--- config.mk ---
export PLATFORM = sky130hd
export DESIGN_NAME = prpm_top
export DESIGN_NICKNAME = d
export VERILOG_FILES = /design/src/inc/prpm_pkg.sv /design/src/inc/prpm_settle_if.sv /design/src/prpm_settle_timer.sv /design/src/prpm_top.sv
export SDC_FILE = /design/constraint.sdc
export NUM_CORES = 1
export LEC_CHECK = 0
export ABC_AREA = 1
export BUFFER_PORTS_ARGS = -buffer_cell sky130_fd_sc_hd__buf_4
export CORE_MARGIN = 10
export CORE_UTILIZATION = 37
export DETAILED_ROUTE_END_ITERATION = 10
export PLACE_DENSITY = 0.61
export SLEW_MARGIN = 20
export SYNTH_ARGS = -nofsm -noshare
export SYNTH_HDL_FRONTEND = slang
export SYNTH_SLANG_ARGS = --single-unit
--- constraint.sdc ---
create_clock -name core_clk -period 3.94 [get_ports core_clk]
set_input_delay 0.197 -clock core_clk [delete_from_list [all_inputs] [get_ports core_clk]]
set_output_delay 0.197 -clock core_clk [all_outputs]
set_load 0.005 [all_outputs]
--- src/inc/prpm_pkg.sv ---
package prpm_pkg;
    // configuration space byte addresses, capability block relative to 00h
    localparam logic [7:0] CMD_OFFSET = 8'h04;
    localparam logic [7:0] PM_CAP_OFFSET = 8'hdc;
    localparam logic [7:0] PM_CSR_OFFSET = 8'he0;
    // fixed fields of the capability header
    localparam logic [7:0] PM_CAPABILITY_IDENTIFIER = 8'h01;
    localparam logic [7:0] PM_NEXT_CAPABILITY_POINTER = 8'he4;
    localparam logic [4:0] PME_SUPPORT_AUX = 5'h19;
    localparam logic [4:0] PME_SUPPORT_NO_AUX = 5'h09;
    localparam logic [2:0] PM_SPEC_VERSION = 3'h2;
    localparam logic PM_DSI = 1'b1;
    // command register field positions
    localparam int CMD_IO_BIT = 0;
    localparam int CMD_MEM_BIT = 1;
    // control/status field positions
    localparam int CSR_STATE_LSB = 0;
    localparam int CSR_PME_EN_BIT = 8;
    localparam int CSR_PME_STATUS_BIT = 15;
    // power state output codes
    localparam logic [1:0] PWR_OUT_RESET = 2'h0;
    localparam logic [1:0] PWR_OUT_LEGACY = 2'h1;
    localparam logic [1:0] PWR_OUT_ACTIVE = 2'h3;
    localparam logic [1:0] PM_STATE_RESET = 2'h0;
    // clocks allowed for clock synchronisation after reset release
    localparam int SETTLE_CLOCKS = 512;
    localparam int SETTLE_W = 10;
    localparam logic [SETTLE_W-1:0] SETTLE_LAST = SETTLE_W'(SETTLE_CLOCKS - 1);

    typedef enum logic [3:0] {
        ST_RESET_PWR = 4'h1,
        ST_SETTLE = 4'h2,
        ST_D0_UNINIT = 4'h4,
        ST_D0_ACTIVE = 4'h8
    } prpm_state_t;
endpackage

--- src/inc/prpm_settle_if.sv ---
`timescale 1ns/1ns
interface prpm_settle_if;
    logic run;
    logic done;
    modport ctrl (output run, input done);
    modport timer (input run, output done);
endinterface

--- src/prpm_settle_timer.sv ---
`timescale 1ns/1ns
module prpm_settle_timer
    import prpm_pkg::*;
(
    input wire logic core_clk,
    input wire logic reset,
    prpm_settle_if.timer tmr
);
    typedef struct packed {
        logic [SETTLE_W-1:0] count;
        logic done;
    } prpm_timer_t;

    prpm_timer_t st;
    prpm_timer_t next_st;

    // count clocks while run holds, done stays up until run drops
    always_comb begin
        next_st = st;
        if (!tmr.run) begin
            next_st.count = '0;
            next_st.done = 1'b0;
        end else if (!st.done) begin
            if (st.count == SETTLE_LAST) begin
                next_st.done = 1'b1;
            end else begin
                next_st.count = st.count + 1'b1;
            end
        end
    end

    always_ff @(posedge core_clk) begin
        if (reset) begin
            st <= '0;
        end else begin
            st <= next_st;
        end
    end

    assign tmr.done = st.done;
endmodule

--- src/prpm_top.sv ---
// Operation
// in 66 MHz or PCI-X mode the host asserts the bus reset before stopping the bus clock.
// while the bus reset is asserted all bus pins except the wake pin float, reset power state.
// with clock-run enabled a stopped clock in reset is tolerated; host must clock on request.
// the release of bus reset starts a fresh EEPROM load and clears the wakeup enable.
// up to 512 clocks after release pass before pins are driven and transactions answered.
// after reset the power state outputs show 01 with legacy wake from EEPROM, else 00.
// the host may wait any time after reset before enabling memory or I/O decoding.
// a write setting memory or I/O enable moves uninitialised D0 to active D0.
// that same write drives both power state outputs high.
// the auxiliary power-good reset returns every power management field to default.
// bus reset release defaults every power management field except PME enable and status.
// with no auxiliary power, PME enable and status are also cleared at bus reset release.
// the capability spans two dwords at DCh and E0h, header first, then control/status.
// the capability identifier byte always reads 01h.
// the next item pointer byte reads E4h.
// a clock counter from reset release keeps pins floating and requests ignored until done.
`timescale 1ns/1ns
module prpm_top
    import prpm_pkg::*;
(
    input wire logic core_clk,
    input wire logic reset,
    input wire logic pci_rst_n,
    input wire logic aux_power,
    input wire logic pme_event,
    input wire logic eeprom_load_done,
    input wire logic legacy_wake_mode,
    input wire logic cfg_req,
    input wire logic cfg_write,
    input wire logic [7:0] cfg_addr,
    input wire logic [31:0] cfg_wdata,
    input wire logic [3:0] cfg_be,
    output logic cfg_ack,
    output logic [31:0] cfg_rdata,
    output logic pci_drive_en,
    output logic eeprom_load_start,
    output logic wake_enable,
    output logic [1:0] power_state_outputs,
    output logic pme_n_out,
    output logic pme_n_oe
);
    typedef struct packed {
        prpm_state_t fsm;
        logic [1:0] rst_sync;
        logic rst_prev;
        logic [1:0] aux_sync;
        logic cmd_io;
        logic cmd_mem;
        logic [1:0] pm_state;
        logic pme_en;
        logic pme_status;
        logic ack;
        logic [31:0] rdata;
        logic drive_en;
        logic load_start;
        logic wake_en;
        logic [1:0] pwr_out;
        logic pme_assert;
    } prpm_top_t;

    localparam prpm_top_t RESET_VALUE = '{
        fsm: ST_RESET_PWR,
        pwr_out: PWR_OUT_RESET,
        pm_state: PM_STATE_RESET,
        default: '0
    };

    prpm_top_t st;
    prpm_top_t next_st;
    prpm_settle_if settle ();

    prpm_settle_timer u_settle (
        .core_clk(core_clk),
        .reset(reset),
        .tmr(settle)
    );

    logic rst_active;
    logic rst_release;
    logic decode_on;
    logic [15:0] pmc_word;
    logic [15:0] csr_word;

    // reset pin level and its release edge, taken after the synchroniser
    assign rst_active = !st.rst_sync[1];
    assign rst_release = st.rst_sync[1] && !st.rst_prev;
    assign decode_on = (st.fsm == ST_D0_UNINIT) || (st.fsm == ST_D0_ACTIVE);
    assign settle.run = (st.fsm == ST_SETTLE);

    // capability and control/status words as read
    always_comb begin
        pmc_word = '0;
        pmc_word[15:11] = st.aux_sync[1] ? PME_SUPPORT_AUX : PME_SUPPORT_NO_AUX;
        pmc_word[5] = PM_DSI;
        pmc_word[2:0] = PM_SPEC_VERSION;
        csr_word = '0;
        csr_word[CSR_STATE_LSB +: 2] = st.pm_state;
        csr_word[CSR_PME_EN_BIT] = st.pme_en;
        csr_word[CSR_PME_STATUS_BIT] = st.pme_status;
    end

    // next state of the whole block
    always_comb begin
        next_st = st;
        next_st.rst_sync = {st.rst_sync[0], pci_rst_n};
        next_st.rst_prev = st.rst_sync[1];
        next_st.aux_sync = {st.aux_sync[0], aux_power};
        next_st.ack = 1'b0;
        next_st.load_start = 1'b0;

        // configuration access, only once decoding is up
        if (cfg_req && decode_on && !rst_active) begin
            next_st.ack = 1'b1;
            next_st.rdata = '0;
            if (cfg_write) begin
                if (cfg_addr == CMD_OFFSET && cfg_be[0]) begin
                    next_st.cmd_io = cfg_wdata[CMD_IO_BIT];
                    next_st.cmd_mem = cfg_wdata[CMD_MEM_BIT];
                    if ((cfg_wdata[CMD_IO_BIT] || cfg_wdata[CMD_MEM_BIT])
                        && st.fsm == ST_D0_UNINIT) begin
                        next_st.fsm = ST_D0_ACTIVE;
                        next_st.pwr_out = PWR_OUT_ACTIVE;
                    end
                end else if (cfg_addr == PM_CSR_OFFSET) begin
                    if (cfg_be[0]) begin
                        next_st.pm_state = cfg_wdata[CSR_STATE_LSB +: 2];
                    end
                    if (cfg_be[1]) begin
                        next_st.pme_en = cfg_wdata[CSR_PME_EN_BIT];
                        if (cfg_wdata[CSR_PME_STATUS_BIT]) begin
                            next_st.pme_status = 1'b0;
                        end
                    end
                end
            end else if (cfg_addr == CMD_OFFSET) begin
                next_st.rdata[CMD_IO_BIT] = st.cmd_io;
                next_st.rdata[CMD_MEM_BIT] = st.cmd_mem;
            end else if (cfg_addr == PM_CAP_OFFSET) begin

                next_st.rdata = {pmc_word, PM_NEXT_CAPABILITY_POINTER, PM_CAPABILITY_IDENTIFIER};
            end else if (cfg_addr == PM_CSR_OFFSET) begin
                next_st.rdata = {16'h0000, csr_word};
            end
        end

        // wake event sets status, winning over a write-one clear in the same cycle
        if (pme_event && st.pme_en) begin
            next_st.pme_status = 1'b1;
        end

        // power sequencing
        case (st.fsm)
            ST_RESET_PWR: begin
                next_st.drive_en = 1'b0;
                if (rst_release) begin
                    next_st.fsm = ST_SETTLE;
                    next_st.load_start = 1'b1;
                    next_st.wake_en = 1'b0;
                    next_st.cmd_io = 1'b0;
                    next_st.cmd_mem = 1'b0;
                    next_st.pm_state = PM_STATE_RESET;
                    next_st.pwr_out = PWR_OUT_RESET;
                    if (!st.aux_sync[1]) begin
                        next_st.pme_en = 1'b0;
                        next_st.pme_status = 1'b0;
                    end
                end
            end
            ST_SETTLE: begin
                if (settle.done) begin
                    next_st.fsm = ST_D0_UNINIT;
                    next_st.drive_en = 1'b1;
                end
            end
            ST_D0_UNINIT: begin
                next_st.drive_en = 1'b1;
            end
            ST_D0_ACTIVE: begin
                next_st.drive_en = 1'b1;
            end
            default: begin
                next_st.fsm = ST_RESET_PWR;
            end
        endcase

        // eeprom result picks the post-reset power outputs
        if (eeprom_load_done && st.fsm != ST_RESET_PWR) begin
            next_st.wake_en = legacy_wake_mode;
            if (st.fsm != ST_D0_ACTIVE && next_st.fsm != ST_D0_ACTIVE) begin
                next_st.pwr_out = legacy_wake_mode ? PWR_OUT_LEGACY : PWR_OUT_RESET;
            end
        end

        // bus reset held: float pins and fall back to reset power state
        if (rst_active) begin
            next_st.fsm = ST_RESET_PWR;
            next_st.drive_en = 1'b0;
        end

        // wake pin is open drain and stays alive through reset
        next_st.pme_assert = next_st.pme_en && next_st.pme_status;
    end

    always_ff @(posedge core_clk) begin
        if (reset) begin
            st <= RESET_VALUE;
        end else begin
            st <= next_st;
        end
    end

    assign cfg_ack = st.ack;
    assign cfg_rdata = st.rdata;
    assign pci_drive_en = st.drive_en;
    assign eeprom_load_start = st.load_start;
    assign wake_enable = st.wake_en;
    assign power_state_outputs = st.pwr_out;
    assign pme_n_out = 1'b0;
    assign pme_n_oe = st.pme_assert;
endmodule

==> results.toml <==
[finish]
fin_nets = 381
drive_gt1_share_pct = 23.5
multiInputGateArea_mm2 = 0.00101
area_growth_pct = 12.7
final_cell_mix = "nand2_1 (56), buf_4 (41), dfxtp_1 (39), nor2_1 (38), inv_1 (34)"
final_common_cell = "nand2_1"
n_antenna_cell = 0
fillers = 598
register_area_um2 = 781

[grt]
grt_remaining_overflow = 0
grt_pass1_wl_um = 7230
first_global_vias = 1656
track_usage_pct = 9.75
antenna_found_initial = 0
grt_max_degree = 15

[pwr]
power_frac_comb_pct = 6.5
power_density_mw_per_mm2 = 292
clockPowerShare_pct = 37.5
irDropWorstVdd_mv = 0.186
internal_power_w = 0.000539
power_frac_seq_pct = 56.0
switching_share_pct = 24.0
p_switching_w = 0.000170
p_leak_nw = 1.11

[routing]
ant_nets = 0
routed_wl_um = 4380
dr.first_iter.drc_count = 65
vias_per_cell = 4.26
post_drt_wl_per_cell_um = 11.0
drcViolationCount = 0
vias = 1702
drt_pass1_iterations = 4

[cts]
clk-insertion-delay-late_ns = 0.29
clkTransAtPathRegs_ns = 0.08
cts_buffer_depth = 2
hold_buffers = 0
clockRootBuffer = "clkbuf_8"
cts.sinks = 39
cts_resized = 0
cts_inserted_buffers = 5
cts_setup_buffers = 0
htree_levels = 2
cts_tree = "done"

[hold_path]
hp-start = "pci_rst_n"
min_to = "next_st[49]$_SDFF_PP0_"
hold_class = "primary input to flip-flop"
hold_depth = 3

[sta]
finalCritPeriodShare_pct = 42.2
final_hold_viol_count = 0
fin_skew_ns = 0.00686
drv_slew = 0
max_freq_mhz = 601
setup_viol = 0
grt_setup_unrepaired = "no"
setup_ws_ns = 2.28
period_needed_ns = 1.66
setup_tns_ns = 0

[die]
die_h_um = 96.3
die_w_um = 96.3
core-area_mm2 = 0.00557
start_util_pct = 38.6
die-area_mm2 = 0.00927
ios = 93
rows = 27

[worst_setup_path]
path_max_fanout = 11
r2r_setup_slack_ns = 2.28
startpoint_type = "flip-flop"
critPathSlowestCell = "dfxtp_1"
cp.arrival_ns = 1.89
critPathTopFamily = "simple AND/OR/NAND/NOR gates"
slowest_delay_ns = 0.35
crit_chain = "ha_1, nand2_2, nor3_4, a21oi_4, inv_2, or2_2, a21oi_2"
rr_startpoint = "u_settle.st[1]$_SDFFE_PP0P_"
critPathKind = "flip-flop to flip-flop"
r2r_end = "u_settle.st[1]$_SDFFE_PP0P_"
endpoint_kind = "flip-flop"
critical_path_buf_inv_count = 1
cp.required_ns = 4.17
reg2reg_depth = 7

[run]
cap_violations = 0

[synthesis]
syn_inst = 297
yosys_warnings = 0
synth_sequential_area_ratio_pct = 36.3
syn_area_mm2 = 0.00215
synth_fa_ha_area_share_pct = 0.581
synth_compound_area_share_pct = 10.6
avgSynthCellArea_um2 = 7.25
synth_top_family_by_area = "simple AND/OR/NAND/NOR gates"
netlist-cell-type-count = 34
synth_xor_area_share_pct = 0.813
ys_seq_elements = 39
synth-simple-area-share_pct = 31.3
synthMuxAreaShare_pct = 0

[placement]
place_worst_setup_slack_ns = 2.28
port_buffers = 41
dp_hpwl_um = 3570
gp_congestion = 0.808

[outcome]
status = "finished, final reports clean"
-- state kept, by name (all words and copies together) (netlist names) --
name / count
csr_word: 4
u_settle.st: 10
u_settle.tmr.done: 1
power_state_outputs: 2
next_st: 3
cfg_rdata: 6
cfg_ack: 1
wake_enable: 1
pci_drive_en: 1
pme_n_oe: 1
st: 8
eeprom_load_start: 1
-- synth_stat cells --
| master | count | area, µm² |
|---|---|---|
| inv_2 | 5 | 18.8 |
| nor4_1 | 1 | 6.26 |
| o311ai_0 | 1 | 8.76 |
| buf_6 | 2 | 22.5 |
| nand3b_1 | 2 | 15.0 |
| a211oi_1 | 1 | 7.51 |
| nand3_2 | 3 | 30.0 |
| nand2_1 | 56 | 210 |
| nor2_2 | 3 | 18.8 |
| clkbuf_1 | 1 | 3.75 |
| buf_4 | 35 | 263 |
| xor2_1 | 1 | 8.76 |
| a21oi_4 | 1 | 16.3 |
| nand3_1 | 13 | 65.1 |
| nor3_2 | 3 | 30.0 |
| nand2_2 | 5 | 31.3 |
| nor3_4 | 3 | 48.8 |
| nand2_4 | 1 | 11.3 |
| a21boi_1 | 1 | 7.51 |
| o21ai_0 | 10 | 50.1 |
| nor2_8 | 1 | 20.0 |
| a21oi_2 | 1 | 8.76 |
| nor2_1 | 38 | 143 |
| conb_1 | 1 | 3.75 |
| o21ai_1 | 6 | 30.0 |
| nor3_1 | 3 | 15.0 |
| a21oi_1 | 20 | 100 |
| ha_1 | 1 | 12.5 |
| or2_2 | 1 | 6.26 |
| nor2_4 | 1 | 11.3 |
| or2_0 | 2 | 12.5 |
| xnor2_1 | 1 | 8.76 |
| dfxtp_1 | 39 | 781 |
| inv_1 | 34 | 128 |
-- logic make-up after synthesis --
group                      Yosys count
AOI/OAI and AO/OA                   41
DFF                                 39
xor gates and xnor gates             2
buffers and inverters               77
other                                1
adders and majority gates            1
and+or+nand+nor                    136
-- per-layer routing --
| metal | vias up | track usage, % | wire length, µm |
|---|---|---|---|
| met5 | - | 0 | 0 |
| met4 | 0 | 3.32 | 53 |
| met3 | 6 | 3.74 | 418 |
| li1 | 936 | - | - |
| met2 | 45 | 17.3 | 2040 |
| met1 | 715 | 10.3 | 1870 |
-- power groups by stage --
stage	combinational [W]	sequential, W	clock (W)
after floorplan	0.0000359	0.000407	0
after global placement	0.0000447	0.000407	0
after detailed placement	0.0000452	0.000407	0
after CTS	0.0000453	0.000397	0.000275
after global routing	0.0000522	0.000398	0.000290
final	0.0000458	0.000397	0.000266
-- tightest hold or removal path: cells and delay by family --
family	cells	cell delay (ns)
buf+inv	2	0.10
simple gates	1	0.06
-- layout make-up --
cell class	count	area share (%)
inverter	39	6.03
clock buffer	5	2.84
clock inverter	3	0.825
sequential	39	32.2
timing repair buffer	41	12.7
multi-input combinational	201	41.7
tap	72	3.71
-- per-stage QoR --
stage	util, %	area, µm²	hold WS [ns]	instances	power, W
after floorplan	-	2230	0.266	317	0.000442
after global placement	41.9	2340	0.394	392	0.000451
after detailed placement	41.9	2340	0.394	392	0.000452
after CTS	43.5	2430	0.0955	400	0.000718
after global routing	43.5	2430	0.113	400	0.000740
final	43.5	2430	0.104	400	0.000709
-- how the worst max path moves through the flow --
stage | from | slack [ns] | depth (start not counted) | end
floorplan | u_settle.st[1]$_SDFFE_PP0P_ | 2.51 | 9 | u_settle.st[4]$_SDFFE_PP0P_
global placement | u_settle.st[1]$_SDFFE_PP0P_ | 2.28 | 7 | u_settle.st[1]$_SDFFE_PP0P_
detailed placement | u_settle.st[1]$_SDFFE_PP0P_ | 2.28 | 7 | u_settle.st[1]$_SDFFE_PP0P_
CTS | u_settle.st[1]$_SDFFE_PP0P_ | 2.26 | 7 | u_settle.st[1]$_SDFFE_PP0P_
global route | u_settle.st[1]$_SDFFE_PP0P_ | 2.15 | 7 | u_settle.st[1]$_SDFFE_PP0P_
finish | u_settle.st[1]$_SDFFE_PP0P_ | 2.28 | 7 | u_settle.st[1]$_SDFFE_PP0P_
Note: power is estimated with default switching activity, not from simulation.
